--- config.mk ---
export PLATFORM = sky130hd
export DESIGN_NAME = cse_clock_ctrl
export DESIGN_NICKNAME = d
export VERILOG_FILES = /design/src/hw/cse_pkg.sv /design/src/hw/cse_clock_ctrl.sv /design/src/hw/cse_dco_hold.sv
export SDC_FILE = /design/constraint.sdc
export NUM_CORES = 1
export LEC_CHECK = 0
export BUFFER_PORTS_ARGS = -buffer_cell sky130_fd_sc_hd__buf_2
export CORE_MARGIN = 4
export CORE_UTILIZATION = 51
export DETAILED_ROUTE_END_ITERATION = 7
export HOLD_SLACK_MARGIN = 0.08
export PLACE_DENSITY = 0.84
export SLEW_MARGIN = 20
export SYNTH_ARGS = -nofsm -noshare
export SYNTH_HDL_FRONTEND = slang
export SYNTH_SLANG_ARGS = --single-unit
--- constraint.sdc ---
create_clock -name core_clk_i -period 1.8 [get_ports core_clk_i]
set_clock_uncertainty 0.15 [all_clocks]
set_input_delay 0.09 -clock core_clk_i [delete_from_list [all_inputs] [get_ports core_clk_i]]
set_output_delay 0.09 -clock core_clk_i [all_outputs]
set_load 0.005 [all_outputs]
--- src/hw/cse_pkg.sv ---
package cse_pkg;

  // Register bus geometry.
  localparam int ADDR_W = 4;
  localparam int DATA_W = 16;

  // Register word addresses.
  localparam logic [3:0] CTRL_ADDR = 4'h0;
  localparam logic [3:0] SEL_ADDR = 4'h1;
  localparam logic [3:0] DCO_ADDR = 4'h2;
  localparam logic [3:0] REQEN_ADDR = 4'h3;
  localparam logic [3:0] STAT_ADDR = 4'h4;

  // Oscillator control register fields.
  localparam int CTRL_OSC1_HF_BIT = 0;
  localparam int CTRL_OSC1_BYP_BIT = 1;
  localparam int CTRL_OSC1_OFF_BIT = 2;
  localparam int CTRL_OSC1_DRV_LSB = 3;
  localparam int CTRL_OSC2_BYP_BIT = 5;
  localparam int CTRL_OSC2_OFF_BIT = 6;
  localparam int CTRL_OSC2_DRV_LSB = 7;
  localparam int CTRL_SUB_OFF_BIT = 9;

  // Source select register fields, one three-bit field per clock.
  localparam int SEL_AUX_LSB = 0;
  localparam int SEL_MAIN_LSB = 4;
  localparam int SEL_SUB_LSB = 8;

  // DCO register fields.
  localparam int DCO_FSEL_LSB = 0;
  localparam int DCO_RSEL_BIT = 2;

  // Status register fields.
  localparam int STAT_FAULT_BIT = 0;
  localparam int STAT_OSC1_BIT = 1;
  localparam int STAT_OSC2_BIT = 2;
  localparam int STAT_HOLD_BIT = 3;
  localparam int STAT_GATE_LSB = 4;

  // Reset values.
  localparam logic RST_OSC1_HF = 1'h0;
  localparam logic RST_OSC1_OFF = 1'h1;
  localparam logic RST_OSC2_OFF = 1'h1;
  localparam logic RST_SUB_OFF = 1'h0;
  localparam logic [1:0] RST_DRIVE = 2'h3;
  localparam logic [2:0] RST_AUX_SEL = 3'h0;
  localparam logic [2:0] RST_MAIN_SEL = 3'h3;
  localparam logic [2:0] RST_SUB_SEL = 3'h3;
  localparam logic [1:0] RST_DCO_FSEL = 2'h0;
  localparam logic RST_DCO_RSEL = 1'h0;
  localparam logic [2:0] RST_REQEN = 3'h7;

  // Clock indexes and source codes.
  localparam int NUM_CLK = 3;
  localparam int CLK_AUX = 0;
  localparam int CLK_MAIN = 1;
  localparam int CLK_SUB = 2;
  localparam logic [2:0] SRC_OSC1 = 3'h0;
  localparam logic [2:0] SRC_VLO = 3'h1;
  localparam logic [2:0] SRC_DCO = 3'h3;
  localparam logic [2:0] SRC_OSC2_LO = 3'h5;
  localparam logic [1:0] DCO_FSEL_MAX = 2'h2;

  // DCO settling hold, in cycles.
  localparam logic [2:0] DCO_HOLD_CYCLES = 3'h4;

  // Clock routing choices.
  typedef enum logic [2:0] {
    ROUTE_NONE,
    ROUTE_OSC1,
    ROUTE_VLO,
    ROUTE_DCO,
    ROUTE_OSC2
  } cse_route_t;

endpackage

--- src/hw/cse_clock_ctrl.sv ---
// Operation
// Source code 1 routes the very-low-power oscillator to that clock.
// Osc1 low-frequency when mode bit 0; high-frequency only without osc2.
// Osc1 bypass powers amplifier down; input takes external clock.
// Osc1 pin function clear: both pins GPIO, oscillator disabled.
// At power-up osc1 is low-frequency but off until pins configured.
// Osc1 runs when a clock using code 0 is on, or force-off clear.
// Osc2 bypass powers it down; input external clock, output GPIO.
// Osc2 pin function clear: both pins GPIO, oscillator disabled.
// Osc2 runs when a clock using codes 5-7 is on, or force-off clear.
// DCO offers three fixed frequencies, usable by all three clocks.
// A DCO setting change is held four cycles before release.
// Peripherals raise a clock request when enabled and using it.
// A request overrides clock-off without changing the stored off bit.
// Request enables reset on; clearing ignores requests, not fail-safe.
// Auxiliary request enable matters only in the deepest sleep mode.
// Sub request enable matters when its clock is normally off.
// Requested clock with dead source raises fault; watchdog uses VLO.
// Code 3 selects the DCO for main and sub clocks.
// Gate opens on power mode, enabled request, or fail-safe request.
module cse_clock_ctrl #(
  parameter bit OSC2_PRESENT = 1'b1
) (
  // Clock and reset.
  input wire logic core_clk_i,
  input wire logic rst_n_i,
  // Register port.
  input wire logic [3:0] reg_addr_i,
  input wire logic [15:0] reg_wdata_i,
  input wire logic reg_wr_i,
  input wire logic reg_rd_i,
  output logic [15:0] reg_rdata_o,
  // CPU power mode bits.
  input wire logic aux_osc_disable_i,
  input wire logic processor_halt_i,
  input wire logic sub_clk_sleep_i,
  // Pin function bits of the oscillator input pins.
  input wire logic osc1_pin_func_i,
  input wire logic osc2_pin_func_i,
  // Clock requests.
  input wire logic aux_clk_request_i,
  input wire logic main_clk_request_i,
  input wire logic sub_clk_request_i,
  input wire logic [2:0] failsafe_request_i,
  // Oscillator health.
  input wire logic osc1_running_i,
  input wire logic osc2_running_i,
  // Oscillator 1 controls.
  output logic osc1_amp_en_o,
  output logic osc1_hf_mode_o,
  output logic [1:0] osc1_drive_strength_o,
  output logic osc1_ext_clk_en_o,
  output logic osc1_input_pin_gpio_o,
  output logic osc1_output_pin_gpio_o,
  // Oscillator 2 controls.
  output logic osc2_amp_en_o,
  output logic [1:0] osc2_drive_strength_o,
  output logic osc2_ext_clk_en_o,
  output logic osc2_input_pin_gpio_o,
  output logic osc2_output_pin_gpio_o,
  // DCO controls.
  output logic [1:0] dco_frequency_o,
  output logic dco_range_o,
  output logic dco_clk_hold_o,
  // System clock gates and routes.
  output logic aux_clk_gate_o,
  output logic main_clk_gate_o,
  output logic sub_clk_gate_o,
  output cse_pkg::cse_route_t aux_route_o,
  output cse_pkg::cse_route_t main_route_o,
  output cse_pkg::cse_route_t sub_route_o,
  // Fault reporting.
  output logic osc_fault_o,
  output logic wdt_vlo_fallback_o
);

  // Software control state.
  logic osc1_freq_mode_sel_r;
  logic osc1_bypass_en_r;
  logic osc1_force_off_r;
  logic [1:0] osc1_drive_strength_r;
  logic osc2_bypass_en_r;
  logic osc2_force_off_r;
  logic [1:0] osc2_drive_strength_r;
  logic sub_clk_disable_r;
  logic [2:0] sel_r [cse_pkg::NUM_CLK];
  logic [1:0] dco_frequency_select_r;
  logic dco_range_select_r;
  logic [2:0] request_enable_r;
  logic fault_r;

  // Per-clock working signals.
  logic [2:0] normal_on;
  logic [2:0] request;
  logic [2:0] gate_nxt;
  logic [2:0] gate_r;
  logic [2:0] use_osc1;
  logic [2:0] use_osc2;
  logic [2:0] src_dead;
  cse_pkg::cse_route_t route_nxt [cse_pkg::NUM_CLK];
  cse_pkg::cse_route_t route_r [cse_pkg::NUM_CLK];

  logic wr_ctrl;
  logic wr_sel;
  logic wr_dco;
  logic wr_reqen;
  logic wr_stat;
  logic [1:0] fsel_wr;
  logic fault_set;
  logic osc1_amp_nxt;
  logic osc2_amp_nxt;
  logic [15:0] rdata_nxt;

  // Write decode.
  assign wr_ctrl = reg_wr_i && (reg_addr_i == cse_pkg::CTRL_ADDR);
  assign wr_sel = reg_wr_i && (reg_addr_i == cse_pkg::SEL_ADDR);
  assign wr_dco = reg_wr_i && (reg_addr_i == cse_pkg::DCO_ADDR);
  assign wr_reqen = reg_wr_i && (reg_addr_i == cse_pkg::REQEN_ADDR);
  assign wr_stat = reg_wr_i && (reg_addr_i == cse_pkg::STAT_ADDR);

  // Oscillator control register; power-up leaves osc1 in low mode.
  always_ff @(posedge core_clk_i or negedge rst_n_i) begin
    if (!rst_n_i) begin
      osc1_freq_mode_sel_r <= cse_pkg::RST_OSC1_HF;
      osc1_bypass_en_r <= 1'h0;
      osc1_force_off_r <= cse_pkg::RST_OSC1_OFF;
      osc1_drive_strength_r <= cse_pkg::RST_DRIVE;
      osc2_bypass_en_r <= 1'h0;
      osc2_force_off_r <= cse_pkg::RST_OSC2_OFF;
      osc2_drive_strength_r <= cse_pkg::RST_DRIVE;
      sub_clk_disable_r <= cse_pkg::RST_SUB_OFF;
    end else if (wr_ctrl) begin
      osc1_freq_mode_sel_r <= reg_wdata_i[cse_pkg::CTRL_OSC1_HF_BIT];
      osc1_bypass_en_r <= reg_wdata_i[cse_pkg::CTRL_OSC1_BYP_BIT];
      osc1_force_off_r <= reg_wdata_i[cse_pkg::CTRL_OSC1_OFF_BIT];
      osc1_drive_strength_r <=
        reg_wdata_i[cse_pkg::CTRL_OSC1_DRV_LSB +: 2];
      osc2_bypass_en_r <= reg_wdata_i[cse_pkg::CTRL_OSC2_BYP_BIT];
      osc2_force_off_r <= reg_wdata_i[cse_pkg::CTRL_OSC2_OFF_BIT];
      osc2_drive_strength_r <=
        reg_wdata_i[cse_pkg::CTRL_OSC2_DRV_LSB +: 2];
      sub_clk_disable_r <= reg_wdata_i[cse_pkg::CTRL_SUB_OFF_BIT];
    end
  end

  // Source select register.
  always_ff @(posedge core_clk_i or negedge rst_n_i) begin
    if (!rst_n_i) begin
      sel_r[cse_pkg::CLK_AUX] <= cse_pkg::RST_AUX_SEL;
      sel_r[cse_pkg::CLK_MAIN] <= cse_pkg::RST_MAIN_SEL;
      sel_r[cse_pkg::CLK_SUB] <= cse_pkg::RST_SUB_SEL;
    end else if (wr_sel) begin
      sel_r[cse_pkg::CLK_AUX] <= reg_wdata_i[cse_pkg::SEL_AUX_LSB +: 3];
      sel_r[cse_pkg::CLK_MAIN] <= reg_wdata_i[cse_pkg::SEL_MAIN_LSB +: 3];
      sel_r[cse_pkg::CLK_SUB] <= reg_wdata_i[cse_pkg::SEL_SUB_LSB +: 3];
    end
  end

  // DCO register; only three frequency codes exist, so higher ones clamp.
  assign fsel_wr = (reg_wdata_i[cse_pkg::DCO_FSEL_LSB +: 2] >
                    cse_pkg::DCO_FSEL_MAX) ? cse_pkg::DCO_FSEL_MAX :
                   reg_wdata_i[cse_pkg::DCO_FSEL_LSB +: 2];

  always_ff @(posedge core_clk_i or negedge rst_n_i) begin
    if (!rst_n_i) begin
      dco_frequency_select_r <= cse_pkg::RST_DCO_FSEL;
      dco_range_select_r <= cse_pkg::RST_DCO_RSEL;
    end else if (wr_dco) begin
      dco_frequency_select_r <= fsel_wr;
      dco_range_select_r <= reg_wdata_i[cse_pkg::DCO_RSEL_BIT];
    end
  end

  // Request enables start out enabled.
  always_ff @(posedge core_clk_i or negedge rst_n_i) begin
    if (!rst_n_i) begin
      request_enable_r <= cse_pkg::RST_REQEN;
    end else if (wr_reqen) begin
      request_enable_r <= reg_wdata_i[2:0];
    end
  end

  // Normal power-mode condition and peripheral requests per clock.
  assign normal_on[cse_pkg::CLK_AUX] = !aux_osc_disable_i;
  assign normal_on[cse_pkg::CLK_MAIN] = !processor_halt_i;
  assign normal_on[cse_pkg::CLK_SUB] =
    !sub_clk_disable_r && !sub_clk_sleep_i;
  assign request = {sub_clk_request_i, main_clk_request_i,
                    aux_clk_request_i};

  // Gate, route and source use for each system clock.
  for (genvar i = 0; i < cse_pkg::NUM_CLK; i++) begin : g_clk
    always_comb begin
      unique case (sel_r[i])
        cse_pkg::SRC_OSC1: route_nxt[i] = cse_pkg::ROUTE_OSC1;
        cse_pkg::SRC_VLO: route_nxt[i] = cse_pkg::ROUTE_VLO;
        cse_pkg::SRC_DCO: route_nxt[i] = cse_pkg::ROUTE_DCO;
        3'h5, 3'h6, 3'h7: route_nxt[i] = OSC2_PRESENT ?
          cse_pkg::ROUTE_OSC2 : cse_pkg::ROUTE_NONE;
        default: route_nxt[i] = cse_pkg::ROUTE_NONE;
      endcase
    end

    // Requests override clock-off without touching the stored off bits.
    assign gate_nxt[i] = normal_on[i] ||
      (request[i] && request_enable_r[i]) ||
      failsafe_request_i[i];
    assign use_osc1[i] = gate_nxt[i] && (sel_r[i] == cse_pkg::SRC_OSC1);
    assign use_osc2[i] = gate_nxt[i] && (sel_r[i] >= cse_pkg::SRC_OSC2_LO);
    assign src_dead[i] =
      ((route_nxt[i] == cse_pkg::ROUTE_OSC1) && !osc1_running_i) ||
      ((route_nxt[i] == cse_pkg::ROUTE_OSC2) && !osc2_running_i);

    // Registered gate and route.
    always_ff @(posedge core_clk_i or negedge rst_n_i) begin
      if (!rst_n_i) begin
        gate_r[i] <= 1'h0;
        route_r[i] <= cse_pkg::ROUTE_NONE;
      end else begin
        gate_r[i] <= gate_nxt[i];
        route_r[i] <= route_nxt[i];
      end
    end
  end

  // Oscillator enables, gated by pin function and bypass.
  assign osc1_amp_nxt = osc1_pin_func_i && !osc1_bypass_en_r &&
    ((|use_osc1) || !osc1_force_off_r);
  assign osc2_amp_nxt = OSC2_PRESENT && osc2_pin_func_i &&
    !osc2_bypass_en_r && ((|use_osc2) || !osc2_force_off_r);

  // Oscillator 1 pin and mode outputs.
  always_ff @(posedge core_clk_i or negedge rst_n_i) begin
    if (!rst_n_i) begin
      osc1_amp_en_o <= 1'h0;
      osc1_hf_mode_o <= 1'h0;
      osc1_drive_strength_o <= cse_pkg::RST_DRIVE;
      osc1_ext_clk_en_o <= 1'h0;
      osc1_input_pin_gpio_o <= 1'h1;
      osc1_output_pin_gpio_o <= 1'h1;
    end else begin
      osc1_amp_en_o <= osc1_amp_nxt;
      osc1_hf_mode_o <= osc1_freq_mode_sel_r && !OSC2_PRESENT;
      osc1_drive_strength_o <= osc1_drive_strength_r;
      osc1_ext_clk_en_o <= osc1_pin_func_i && osc1_bypass_en_r;
      osc1_input_pin_gpio_o <= !osc1_pin_func_i;
      osc1_output_pin_gpio_o <= !osc1_pin_func_i || osc1_bypass_en_r;
    end
  end

  // Oscillator 2 pin outputs.
  always_ff @(posedge core_clk_i or negedge rst_n_i) begin
    if (!rst_n_i) begin
      osc2_amp_en_o <= 1'h0;
      osc2_drive_strength_o <= cse_pkg::RST_DRIVE;
      osc2_ext_clk_en_o <= 1'h0;
      osc2_input_pin_gpio_o <= 1'h1;
      osc2_output_pin_gpio_o <= 1'h1;
    end else begin
      osc2_amp_en_o <= osc2_amp_nxt;
      osc2_drive_strength_o <= osc2_drive_strength_r;
      osc2_ext_clk_en_o <= osc2_pin_func_i && osc2_bypass_en_r;
      osc2_input_pin_gpio_o <= !osc2_pin_func_i;
      osc2_output_pin_gpio_o <= !osc2_pin_func_i || osc2_bypass_en_r;
    end
  end

  // DCO settling hold.
  cse_dco_hold u_dco_hold (
    .core_clk_i(core_clk_i),
    .rst_n_i(rst_n_i),
    .fsel_i(dco_frequency_select_r),
    .rsel_i(dco_range_select_r),
    .fsel_o(dco_frequency_o),
    .rsel_o(dco_range_o),
    .hold_o(dco_clk_hold_o)
  );

  // Sticky fault: a set in the clearing cycle wins.
  assign fault_set = |(gate_nxt & src_dead);

  always_ff @(posedge core_clk_i or negedge rst_n_i) begin
    if (!rst_n_i) begin
      fault_r <= 1'h0;
      wdt_vlo_fallback_o <= 1'h0;
    end else begin
      if (fault_set) begin
        fault_r <= 1'h1;
      end else if (wr_stat && reg_wdata_i[cse_pkg::STAT_FAULT_BIT]) begin
        fault_r <= 1'h0;
      end
      wdt_vlo_fallback_o <= |(failsafe_request_i & src_dead);
    end
  end

  // Register read mux; data stands one cycle after the read strobe.
  always_comb begin
    rdata_nxt = 16'h0000;
    if (reg_rd_i) begin
      unique case (reg_addr_i)
        cse_pkg::CTRL_ADDR: begin
          rdata_nxt[cse_pkg::CTRL_OSC1_HF_BIT] = osc1_freq_mode_sel_r;
          rdata_nxt[cse_pkg::CTRL_OSC1_BYP_BIT] = osc1_bypass_en_r;
          rdata_nxt[cse_pkg::CTRL_OSC1_OFF_BIT] = osc1_force_off_r;
          rdata_nxt[cse_pkg::CTRL_OSC1_DRV_LSB +: 2] = osc1_drive_strength_r;
          rdata_nxt[cse_pkg::CTRL_OSC2_BYP_BIT] = osc2_bypass_en_r;
          rdata_nxt[cse_pkg::CTRL_OSC2_OFF_BIT] = osc2_force_off_r;
          rdata_nxt[cse_pkg::CTRL_OSC2_DRV_LSB +: 2] = osc2_drive_strength_r;
          rdata_nxt[cse_pkg::CTRL_SUB_OFF_BIT] = sub_clk_disable_r;
        end
        cse_pkg::SEL_ADDR: begin
          rdata_nxt[cse_pkg::SEL_AUX_LSB +: 3] = sel_r[cse_pkg::CLK_AUX];
          rdata_nxt[cse_pkg::SEL_MAIN_LSB +: 3] = sel_r[cse_pkg::CLK_MAIN];
          rdata_nxt[cse_pkg::SEL_SUB_LSB +: 3] = sel_r[cse_pkg::CLK_SUB];
        end
        cse_pkg::DCO_ADDR: begin
          rdata_nxt[cse_pkg::DCO_FSEL_LSB +: 2] = dco_frequency_select_r;
          rdata_nxt[cse_pkg::DCO_RSEL_BIT] = dco_range_select_r;
        end
        cse_pkg::REQEN_ADDR: rdata_nxt[2:0] = request_enable_r;
        cse_pkg::STAT_ADDR: begin
          rdata_nxt[cse_pkg::STAT_FAULT_BIT] = fault_r;
          rdata_nxt[cse_pkg::STAT_OSC1_BIT] = osc1_amp_en_o;
          rdata_nxt[cse_pkg::STAT_OSC2_BIT] = osc2_amp_en_o;
          rdata_nxt[cse_pkg::STAT_HOLD_BIT] = dco_clk_hold_o;
          rdata_nxt[cse_pkg::STAT_GATE_LSB +: 3] = gate_r;
        end
        default: rdata_nxt = 16'h0000;
      endcase
    end
  end

  // Read data register.
  always_ff @(posedge core_clk_i or negedge rst_n_i) begin
    if (!rst_n_i) begin
      reg_rdata_o <= 16'h0000;
    end else begin
      reg_rdata_o <= rdata_nxt;
    end
  end

  // Output mapping from registered per-clock state.
  assign osc_fault_o = fault_r;
  assign aux_clk_gate_o = gate_r[cse_pkg::CLK_AUX];
  assign main_clk_gate_o = gate_r[cse_pkg::CLK_MAIN];
  assign sub_clk_gate_o = gate_r[cse_pkg::CLK_SUB];
  assign aux_route_o = route_r[cse_pkg::CLK_AUX];
  assign main_route_o = route_r[cse_pkg::CLK_MAIN];
  assign sub_route_o = route_r[cse_pkg::CLK_SUB];
endmodule

--- src/hw/cse_dco_hold.sv ---
module cse_dco_hold (
  // Clock and reset.
  input wire logic core_clk_i,
  input wire logic rst_n_i,
  // Requested DCO setting.
  input wire logic [1:0] fsel_i,
  input wire logic rsel_i,
  // Released DCO setting and hold flag.
  output logic [1:0] fsel_o,
  output logic rsel_o,
  output logic hold_o
);

  typedef enum logic {HOLD_IDLE, HOLD_WAIT} cse_hold_state_t;

  cse_hold_state_t state_r;
  logic [2:0] pend_r;
  logic [2:0] cnt_r;
  logic [2:0] setting;
  logic changed;

  assign setting = {rsel_i, fsel_i};
  assign changed = (setting != pend_r);

  // Any new setting restarts the hold; release comes after four cycles.
  always_ff @(posedge core_clk_i or negedge rst_n_i) begin
    if (!rst_n_i) begin
      state_r <= HOLD_IDLE;
      pend_r <= {cse_pkg::RST_DCO_RSEL, cse_pkg::RST_DCO_FSEL};
      cnt_r <= 3'h0;
      hold_o <= 1'h0;
      fsel_o <= cse_pkg::RST_DCO_FSEL;
      rsel_o <= cse_pkg::RST_DCO_RSEL;
    end else begin
      unique case (state_r)
        HOLD_IDLE: begin
          if (changed) begin
            state_r <= HOLD_WAIT;
            pend_r <= setting;
            cnt_r <= 3'h0;
            hold_o <= 1'h1;
          end
        end
        HOLD_WAIT: begin
          if (changed) begin
            pend_r <= setting;
            cnt_r <= 3'h0;
          end else if (cnt_r == 3'(cse_pkg::DCO_HOLD_CYCLES - 3'h1)) begin
            state_r <= HOLD_IDLE;
            hold_o <= 1'h0;
            {rsel_o, fsel_o} <= pend_r;
          end else begin
            cnt_r <= cnt_r + 3'h1;
          end
        end
      endcase
    end
  end
endmodule

* Word level (Yosys, flattened, before mapping)
Index checks and enable logic that the tools add are counted.
** Operators by class
- $add $sub $neg :: 1
- Bitwise gates (word level) :: 4
- Mux-type cells :: 26
- Reductions and logical operators :: 68
- Eq/ne operators :: 31
- Order comparisons :: 4
** Operators with widths (number)
- $eq A3 B3 Y1 const B :: 12
- $pmux W3 S4 :: 3
- $logic_and A1 B1 Y1 :: 28
- $reduce_or A3 Y1 :: 7
- $eq A3 B1 Y1 const B :: 6
- $pmux W3 S5 :: 1
- $logic_or A1 B1 Y1 :: 13
- $eq A3 B2 Y1 const B :: 4
- $logic_not A1 Y1 :: 12
- $mux W3 :: 4
- $mux W11 :: 1
- $mux W1 :: 10
- $ge A3 B3 Y1 const B :: 3
- $logic_not A3 Y1 :: 3
- $pmux W3 S3 :: 1
- $eq A4 B2 Y1 const B :: 2
- $and A3 B3 Y3 :: 2
- $pmux W1 S2 :: 3
- $pmux W3 S2 :: 1
- $reduce_and A3 Y1 :: 2
- $eq A4 B1 Y1 const B :: 1
- $eq A4 B3 Y1 const B :: 1
- $logic_not A4 Y1 :: 1
- $ne A2 B2 Y1 const B :: 2
- 10 further kinds :: 11
** Storage, ports and cells
- Bits of input ports :: 37
- Word-level logic and storage cells :: 173
- Output and inout bits :: 47
- Bits in registers :: 78

* Logic depth before layout (Yosys ltp)
Gate-level depths: netlist (run 1).
- Depth in word-level cells :: 9
- Gate-level depth with buffers :: 5
- Gate-level depth less buffers :: 5

* Cells and area by module
From an unflattened synthesis (run 1), not the netlist that was laid out.
** Unflattened totals
- Cell total of the unflattened synthesis :: 231
- Area total of the unflattened synthesis :: 3025.4 µm²
** By module, submodules not included
- cse_clock_ctrl :: area an instance 2518.7 µm², cells each 191, instances 1, seq. area each 1577.8 µm²
- cse_dco_hold :: area an instance 506.7 µm², cells each 40, instances 1, seq. area each 275.3 µm²

* Worst setup path after synthesis (run 1)
OpenSTA, ideal clock, no wires.
- Kind :: register -> register
- Start :: reg dco_frequency_select_r[0]
- End :: reg u_dco_hold.fsel_o[0]
- Stages on the path, launching flop included :: 5
- Setup slack :: 0.114 ns
- Path buffers :: 0
- Data arrival time :: 1.412 ns
- Library setup time :: 0.125 ns
- Required time :: 1.525 ns
- Clock period less this slack :: 1.686 ns
- Cells stage by stage :: dfrtp_1 xnor2_1 nand3_1 nor3_1 mux2_2
** Between the ends
- Cells in the longest elaborated chain, start to end :: 3
** RTL lines
- start, declared :: RTL line cse_clock_ctrl.sv:87 : logic [1:0] dco_frequency_select_r;
- start signal, assigned :: RTL line cse_clock_ctrl.sv:166 : dco_frequency_select_r <= cse_pkg::RST_DCO_FSEL;
- start signal, assigned :: RTL line cse_clock_ctrl.sv:169 : dco_frequency_select_r <= fsel_wr;
- $ne A3 B3 Y1 :: RTL line cse_dco_hold.sv:23 : assign changed = (setting != pend_r);
- $not A1 Y1 (no line)
- $reduce_and A3 Y1 (no line)
- end signal, assigned :: RTL line cse_dco_hold.sv:32 : fsel_o <= cse_pkg::RST_DCO_FSEL;
- end signal, assigned :: RTL line cse_dco_hold.sv:51 : {rsel_o, fsel_o} <= pend_r;
- end, declared :: RTL line cse_dco_hold.sv:9 : output logic [1:0] fsel_o,
Every way passes these cells.
A chain may end at the register's enable or synchronous reset.

* Worst setup path in the final report (run 1)
- Start :: in reg_addr_i[1]
- End :: reg osc2_bypass_en_r
** Between the ends
- Cells in the longest elaborated chain, start to end :: 2
** RTL lines
- start, declared :: RTL line cse_clock_ctrl.sv:28 : input wire logic [3:0] reg_addr_i,
- $logic_not A4 Y1 :: RTL line cse_clock_ctrl.sv:115 : assign wr_ctrl = reg_wr_i && (reg_addr_i == cse_pkg::CTRL_ADDR);
- $logic_and A1 B1 Y1 :: RTL line cse_clock_ctrl.sv:115
- end signal, assigned :: RTL line cse_clock_ctrl.sv:138 : osc2_bypass_en_r <= reg_wdata_i[cse_pkg::CTRL_OSC2_BYP_BIT];
- end, declared :: RTL line cse_clock_ctrl.sv:82 : logic osc2_bypass_en_r;
Every way passes these cells.

==> flow_metrics.tcl, run 1 <==
set metrics [dict create \
    cts.path.max_buffers 2 \
    drc 0 \
    dieWidth_um 84.4 \
    setup_tns_ns 0 \
    path_max_fanout 13 \
    power.density_mw_per_mm2 1100 \
    ir_drop_mv 0.642 \
    worstPathRequired_ns 1.89 \
    dpl.hpwl_um 4760 \
    vias 2233 \
    final_util 0.708 \
    end_kind "flop" \
    syn_to_final_growth_pct 32.6 \
    min_period_ns 1.74 \
    max_freq_ghz 0.576 \
    gp_congestion 0.788 \
    worst_ep_arrival_time_ns 1.82 \
    yosys.area.top_type "dfrtp_1" \
    num_antenna_cells 0 \
    ys_seq_area_frac 0.623 \
    wl_um 7170 \
    die_h_um 84.4 \
    synth_edf_count 0 \
    vias_per_cell 5.35 \
    wl_per_cell_um 17.2 \
    synth_common_cells "52 x dfrtp_1, 30 x mux2_2, 21 x dfstp_2, 13 x nor2_1" \
    clkSlewWorstSetupHoldPaths_ns 0.08 \
    drtIter0Drc 163 \
    synthesis.area_mm2 0.00298 \
    timing.final.crit_share 0.964 \
    drv_slew 0 \
    detail-route-antenna-nets 0 \
    numPortBuffers 72 \
    cts_tree "yes" \
    overflow 0 \
    hold_class "in -> reg" \
    dieArea_mm2 0.00712 \
    ys_warn_count 0 \
    postCtsSetupBuffers 0 \
    rows 27 \
    syn_inst 227 \
    maxSlewHeadroom 0.651 \
    layout.nets 379 \
    hold_viol 0 \
    worstSetupStartpointType "primary input" \
    path_class "in -> reg" \
    clock-root-buffer "clkbuf_8" \
    synthTopCellsByArea "dfrtp_1 44%, dfstp_2 19%, mux2_2 11%, buf_4 1.8%, nor2_1 1.6%" \
    grt_antenna_before_repair 0 \
    synth_cell_types 38 \
    core_mm2 0.00557 \
    rsz0062_at_grt "no" \
    layout-drive-gt1-share 0.452 \
    drv_cap 0 \
    cts_made_buffers 9 \
    drt_pass1_iterations 5 \
    grt_pass1_wl_um 11600 \
    start_util 0.534 \
    grt_usage 0.210 \
    yosys.cell_count.top_type "dfrtp_1" \
    ios 84 \
    synth_top_area_frac 0.437 \
    power_leakage_nw 1.88 \
    worst_pin_slew_ns 0.511 \
    status "finished clean" \
    finalSetupViolations 0 \
    ys_async_sr_fraction 1.00 \
    synth_flop_cell "dfrtp_1" \
    grt_pass1_vias 2300 \
    synth_area_per_cell_um2 13.1 \
    h-tree-depth 3 \
    grt_max_degree 74 \
    fillCellCount 391 \
    clock_sinks 73 \
    clk-insertion-delay-late_ns 0.35 \
    synth-seq-cells 73 \
]
==> cell type report <==
cell class,instances,area (um^2),share of cell area
well taps,72,90.1,0.0228
flip-flops and latches,73,1850,0.470
clock inverters,5,55.1,0.0140
repair buffers,109,726,0.184
inverters,6,22.5,0.00571
multi-input cells,141,1060,0.268
clock buffers,11,141,0.0358
==> worst max-delay path, stage by stage <==
cell and delay, ns:
dlygate4sd3_1 0.55, buf_2 0.22, nor4_2 0.37, nand2_1 0.12, buf_4 0.18, mux2_2 0.28
==> report_power, final <==
part,switching [W],internal [W]
registers,0.000216,0.00201
logic,0.000379,0.000449
clock network,0.000602,0.000673
==> timing repair <==
item | CTS | global route
endpoints found under the hold margin | 119 | 1
hold buffers | 28 | 2
setup endpoints to repair | 0 | 5
resized for setup | 0 | 3
==> worst paths after layout <==
| check | startpoint | end | slack, ns | depth (start not counted) |
|---|---|---|---|---|
| setup reg to reg | u_dco_hold.cnt_r[0]$_DFFE_PN0P_ | u_dco_hold.fsel_o[0]$_DFFE_PN0P_ | 0.10 | 6 |
| setup / recovery | reg_addr_i[1] | osc2_bypass_en_r$_DFFE_PN0P_ | 0.06 | 6 |
| min in group asynchronous | rst_n_i | sel_r[2]$_DFFE_PN0P_ | 0.21 | 3 |
| hold / removal | aux_clk_request_i | osc_fault_o$_DFFE_PN0P_ | 0.13 | 5 |
| max in group asynchronous | rst_n_i | osc1_force_off_r$_DFFE_PN1P_ | 0.95 | 3 |
| hold reg to reg | osc2_drive_strength_r[1]$_DFFE_PN1P_ | osc2_drive_strength_o[1]$_DFF_PN1_ | 0.22 | 0 |
==> layer usage <==
metal,track usage,up-vias,share of wire
li1,-,1028,-
met1,0.263,1097,0.39
met2,0.352,100,0.52
met3,0.0589,8,0.076
met4,0.0763,0,0.014
met5,0,-,0
==> logic make-up after synthesis <==
group	Yosys count	share of synthesized area
other	1	0.00126
adder cells (fa/ha/maj)	2	0.00841
multiplexers	32	0.120
XOR/XNOR	4	0.0118
AO/OA/AOI/OAI	31	0.0711
AND/OR/NAND/NOR	66	0.132
buffers and inverters	18	0.0320
flip-flops	73	0.623
==> flip-flops by register name (all words and copies together), names as in the netlist, 3 cells and up <==
name and flops:
u_dco_hold.pend_r 3, sub_route_o 3, main_route_o 3, u_dco_hold.cnt_r 3, reg_rdata_o 11, sel_r 9
request_enable_r 3, aux_route_o 3
==> stage by stage <==
step / cell area, um^2 / hold WS [ns] / setup WS (ns) / cells / total power (W)
2_1_floorplan: 2990 / -0.356 / 0.114 / 232 / 0.00265
3_3_place_gp: 3440 / -0.0120 / 0.122 / 372 / 0.00296
3_5_place_dp: 3440 / -0.00330 / 0.0738 / 372 / 0.00300
4_1_cts: 3920 / 0.0816 / 0.0159 / 416 / 0.00433
5_1_grt: 3950 / 0.164 / 0.00186 / 417 / 0.00455
6_report: 3950 / 0.131 / 0.0646 / 417 / 0.00433
==> placed cells by master (no fill, tap or decap), types with 8 or more instances in the layout <==
cell type / n
buf_2: 72
dfrtp_1: 52
mux2_2: 30
dlygate4sd3_1: 28
dfstp_2: 21
nor2_1: 13
clkbuf_8: 10
nand2_1: 8
No activity file was read; power rests on OpenSTA's default activity.
==> run 2: changes to the inputs <==
--- a/config.mk
+++ b/config.mk
@@ -10,7 +10,7 @@
 export CORE_UTILIZATION = 51
 export DETAILED_ROUTE_END_ITERATION = 7
 export HOLD_SLACK_MARGIN = 0.08
-export PLACE_DENSITY = 0.84
+export PLACE_DENSITY = 0.78
 export SLEW_MARGIN = 20
 export SYNTH_ARGS = -nofsm -noshare
 export SYNTH_HDL_FRONTEND = slang
==> flow_metrics.tcl, run 2 (same netlist as run 1, synthesis figures left out) <==
set metrics [dict create \
    status "finished clean" \
    p_sw_w 0.00121 \
    wl_um 7190 \
    worstSetupStartpointType "primary input" \
    gp_congestion 0.787 \
    drtIter0Drc 144 \
    cts_made_buffers 9 \
    grt_antenna_before_repair 0 \
    grt_pass1_vias 2349 \
    worst-path-buf-inv 3 \
    finalSetupViolations 0 \
    cp_cell_sequence "dlygate4sd3_1, buf_2, nand2_4, mux2_2, dlygate4sd3_1" \
    power_leakage_nw 1.89 \
    grt_max_degree 27 \
    crit_top_cell "dlygate4sd3_1" \
    syn_to_final_growth_pct 33.6 \
    start_util 0.534 \
    rows 27 \
    maxSlewHeadroom 0.600 \
    layout.nets 381 \
    pwr-share-seq 0.510 \
    path_class "in -> reg" \
    placed_area_mm2 0.00346 \
    clock-root-buffer "clkbuf_8" \
    dieWidth_um 84.4 \
    final_util 0.713 \
    layout-drive-gt1-share 0.452 \
    end_kind "flop" \
    die_h_um 84.4 \
    path_delay_family "buffers and inverters" \
    numPortBuffers 72 \
    worst_ep_arrival_time_ns 1.85 \
    worstPathRequired_ns 1.88 \
    regMostFlops "reg_rdata_o" \
    path_max_fanout 9 \
    drv_cap 0 \
    final_common_cell "buf_2" \
    dpl.hpwl_um 4970 \
    detail-route-antenna-nets 0 \
    clock_sinks 73 \
    grt_pass1_wl_um 11800 \
    hold_class "in -> reg" \
    clk-insertion-delay-late_ns 0.34 \
    ir_drop_mv 0.759 \
    switching_share 0.278 \
    wl_per_cell_um 17.2 \
    cts.path.max_buffers 2 \
    worst_path_largest_cell_delay_ns 0.56 \
    drt_pass1_iterations 5 \
    reg.largest.list "reg_rdata_o x11, sel_r x9" \
    intPower_w 0.00314 \
    drc 0 \
    p_comb_frac 0.194 \
    cts_tree "yes" \
    num_antenna_cells 0 \
    core_mm2 0.00557 \
    clockPowerShare 0.296 \
    finalNonFillerCells 419 \
    drv_slew 0 \
    hold_viol 0 \
    vias_per_cell 5.26 \
    timing.final.crit_share 0.982 \
    h-tree-depth 3 \
    postCtsSetupBuffers 0 \
    layout_common_cells "72 x buf_2, 52 x dfrtp_1, 30 x mux2_2, 30 x dlygate4sd3_1, 21 x dfstp_2" \
    overflow 0 \
    dp_cells 373 \
    max_freq_ghz 0.566 \
    vias 2206 \
    largest_reg_flops 11 \
    dieArea_mm2 0.00712 \
    grt_usage 0.217 \
    rsz0062_at_grt "no" \
    design_area_mm2 0.00398 \
    min_period_ns 1.77 \
    setup_tns_ns 0 \
    ios 84 \
    power.density_mw_per_mm2 1100 \
    whs_ns 0.0939 \
    crit_slowest_cell "dlygate4sd3_1" \
    clkSlewWorstSetupHoldPaths_ns 0.08 \
    worst_pin_slew_ns 0.601 \
]
run 2: cell types whose count changed in the layout (fill, tap and decap cells not counted), sizes merged:
cell,before,now
clkbuf,11,10
clkinv,2,3
dlygate4sd3,28,30
dlymetal6s4s,1,0
buf,80,81
run 2: tightest hold or removal path, stage by stage:
cell	delay, ns
buf_2	0.08
nand2_1	0.05
nand3b_1	0.16
o21ai_0	0.11
nand4_1	0.07
run 2: metal layers:
metal / vias up / routed length [um] / GRT usage
met5: - / 0 / 0
met4: 0 / 120 / 0.0964
met3: 10 / 473 / 0.0383
met2: 87 / 3660 / 0.359
met1: 1083 / 2940 / 0.281
li1: 1026 / - / -
run 2: worst paths after layout:
path                                                       to                            startpoint  depth (start not counted)  slack, ns
min reg2reg                osc2_drive_strength_o[0]$_DFF_PN1_  osc2_drive_strength_r[0]$_DFFE_PN1P_                          0       0.22
max in group asynchronous     request_enable_r[1]$_DFFE_PN1P_                               rst_n_i                          3       0.73
min in group asynchronous                sel_r[2]$_DFFE_PN0P_                               rst_n_i                          2       0.14
max reg2reg                     u_dco_hold.rsel_o$_DFFE_PN0P_       u_dco_hold.cnt_r[0]$_DFFE_PN0P_                          6       0.07
max                                      sel_r[2]$_DFFE_PN0P_                              reg_wr_i                          5       0.03
min                                   osc_fault_o$_DFFE_PN0P_                     aux_clk_request_i                          5       0.09
run 2: area by class of cell:
cell class,instances,area (um^2)
Fill cell,408,1600
Timing Repair Buffer,111,753
Clock buffer,10,138
Inverter,6,22.5
Clock inverter,6,67.6
Tap cell,72,90.1
Sequential cell,73,1850
Multi-Input combinational cell,141,1050
run 2: power groups by stage:
stage	sequential [W]	clock [W]	combinational, W
global route	0.00227	0.00140	0.000941
CTS	0.00222	0.00132	0.000850
global placement	0.00222	0	0.000745
detailed placement	0.00224	0	0.000776
floorplan	0.00220	0	0.000442
finish	0.00222	0.00129	0.000844
run 2: metrics by stage:
step                setup slack [ns]  power, W
global route                 0.00622   0.00460
CTS                           0.0272   0.00439
floorplan                      0.114   0.00265
detailed placement            0.0510   0.00302
finish                        0.0326   0.00436
global placement               0.117   0.00297
run 2: timing repair:
action                     in CTS  in global routing
gates resized for setup         0                  1
hold buffers                   30                  1
hold endpoints to repair      104                  1
setup endpoints to repair       0                  4
==> run 3: changes to the inputs <==
--- a/config.mk
+++ b/config.mk
@@ -5,12 +5,12 @@
 export SDC_FILE = /design/constraint.sdc
 export NUM_CORES = 1
 export LEC_CHECK = 0
-export BUFFER_PORTS_ARGS = -buffer_cell sky130_fd_sc_hd__buf_2
 export CORE_MARGIN = 4
-export CORE_UTILIZATION = 51
+export CORE_UTILIZATION = 60
 export DETAILED_ROUTE_END_ITERATION = 7
+export DONT_BUFFER_PORTS = 1
 export HOLD_SLACK_MARGIN = 0.08
-export PLACE_DENSITY = 0.78
+export PLACE_DENSITY = 0.76
 export SLEW_MARGIN = 20
 export SYNTH_ARGS = -nofsm -noshare
 export SYNTH_HDL_FRONTEND = slang
==> constraint.sdc (replaced) <==
create_clock -name core_clk_i -period 1.9 [get_ports core_clk_i]
set_clock_uncertainty 0.15 [all_clocks]
set_input_delay 0.095 -clock core_clk_i [delete_from_list [all_inputs] [get_ports core_clk_i]]
set_output_delay 0.095 -clock core_clk_i [all_outputs]
set_load 0.005 [all_outputs]
==> flow_metrics.tcl, run 3 (same netlist as run 1, synthesis figures left out) <==
set metrics [dict create \
    status "finished, violations left" \
    violations "negative hold slack" \
    vias 1948 \
    overflow 0 \
    drv_cap 0 \
    end_kind "flop" \
    clkSlewWorstSetupHoldPaths_ns 0.08 \
    power_leakage_nw 1.56 \
    cts_made_buffers 9 \
    drtIter0Drc 107 \
    whs_ns -0.715 \
    grt_usage 0.222 \
    num_antenna_cells 0 \
    hold_class "in -> async" \
    grt_pass1_wl_um 10100 \
    max_freq_ghz 0.542 \
    timing.final.crit_share 0.971 \
    layout.nets 305 \
    clk-insertion-delay-late_ns 0.35 \
    pwr-share-seq 0.517 \
    regMostFlops "reg_rdata_o" \
    dpl.hpwl_um 4250 \
    cts_tree "yes" \
    dieArea_mm2 0.00615 \
    worst_ep_arrival_time_ns 1.90 \
    grt_pass1_vias 1995 \
    worstSetupStartpointType "flop" \
    clock_sinks 73 \
    pre_cts_ws_ns 0.290 \
    layout-drive-gt1-share 0.292 \
    wl_per_cell_um 19.5 \
    worst_pin_slew_ns 0.527 \
    final_util 0.753 \
    p_sw_w 0.00106 \
    grt_antenna_before_repair 0 \
    drt_pass1_iterations 4 \
    rows 25 \
    syn_to_final_growth_pct 20.4 \
    drc 0 \
    final_common_cell "dfrtp_1" \
    layout_common_cells "52 x dfrtp_1, 30 x mux2_2, 30 x dlygate4sd3_1" \
    reg.largest.list "reg_rdata_o x11, sel_r x9" \
    hold_viol 73 \
    gp_congestion 0.783 \
    path_max_fanout 4 \
    largest_reg_flops 11 \
    clock-root-buffer "clkbuf_8" \
    core_mm2 0.00475 \
    clockPowerShare 0.344 \
    power.total_w 0.00415 \
    path_class "reg -> reg" \
    power.density_mw_per_mm2 1160 \
    setup_tns_ns 0 \
    min_period_ns 1.85 \
    wl_um 6580 \
    switching_share 0.255 \
    dieWidth_um 78.4 \
    vias_per_cell 5.76 \
    finalSetupViolations 0 \
    numPortBuffers 0 \
    cts.path.max_buffers 2 \
    worstPathRequired_ns 1.95 \
    ios 84 \
    worst_slack_ns 0.0546 \
    fillCellCount 299 \
    grt_max_degree 74 \
    die_h_um 78.4 \
    rsz0062_at_grt "no" \
    h-tree-depth 3 \
    start_util 0.626 \
    p_comb_frac 0.139 \
    drv_slew 0 \
    maxSlewHeadroom 0.647 \
    detail-route-antenna-nets 0 \
    ir_drop_mv 0.709 \
    intPower_w 0.00309 \
]
## run 3: worst paths after layout
kind | start | endpoint | slack, ns | depth (start not counted)
min in group core_clk_i | reg_wr_i | osc1_force_off_r$_DFFE_PN1P_ | 0.05 | 2
worst min-delay path | rst_n_i | reg_rdata_o[7]$_DFF_PN0_ | -0.72 | 0
worst max-delay path | sub_clk_disable_r$_DFFE_PN0P_ | osc_fault_o$_DFFE_PN0P_ | 0.05 | 5
worst max register to register | sub_clk_disable_r$_DFFE_PN0P_ | osc_fault_o$_DFFE_PN0P_ | 0.05 | 5
worst min register to register | osc2_drive_strength_r[1]$_DFFE_PN1P_ | osc2_drive_strength_o[1]$_DFF_PN1_ | 0.23 | 0
max in group asynchronous | rst_n_i | request_enable_r[2]$_DFFE_PN1P_ | 2.11 | 0
## run 3: critical path: stages (launching register included)
cell           delay [ns]
dfrtp_1              0.38
nor2_1               0.07
a211o_1              0.23
dlygate4sd3_1        0.61
o21ai_0              0.11
nand4_1              0.15
## run 3: power by group through the flow
stage,sequential [W],clock (W),combinational (W)
after floorplan,0.00209,0,0.000419
after global placement,0.00215,0,0.000465
after detailed placement,0.00217,0,0.000485
after CTS,0.00214,0.00144,0.000565
after global routing,0.00218,0.00150,0.000636
final,0.00215,0.00143,0.000576
## run 3: per-layer routing
metal  track usage  wire [um]  up-vias
li1              -          -      878
met1         0.284       2730      955
met2         0.336       3060       98
met3        0.0963        613       17
met4        0.0804        177        0
met5             0          0        -
## run 3: final cells by class
cell class / count / area, um^2 / area share
inverter: 6 / 22.5 / 0.00629
clock buffer: 11 / 131 / 0.0367
tap: 67 / 83.8 / 0.0234
timing repair buffer: 35 / 338 / 0.0943
multi-input combinational: 141 / 1050 / 0.293
clock inverter: 5 / 104 / 0.0290
sequential: 73 / 1850 / 0.517
## run 3: repair_timing
item                                   CTS  global route
hold buffers                            29             2
setup endpoints to repair                0            13
endpoints found under the hold margin  122            74
gates resized for setup                  0             1
buffers inserted                         0             0
## run 3: stage by stage
stage	hold WS (ns)	instance area, um^2	cells
after global placement	-0.349	3040	292
after floorplan	-0.351	2990	232
after global routing	-0.736	3580	338
final	-0.715	3580	338
after detailed placement	-0.348	3040	292
after CTS	-0.724	3570	337
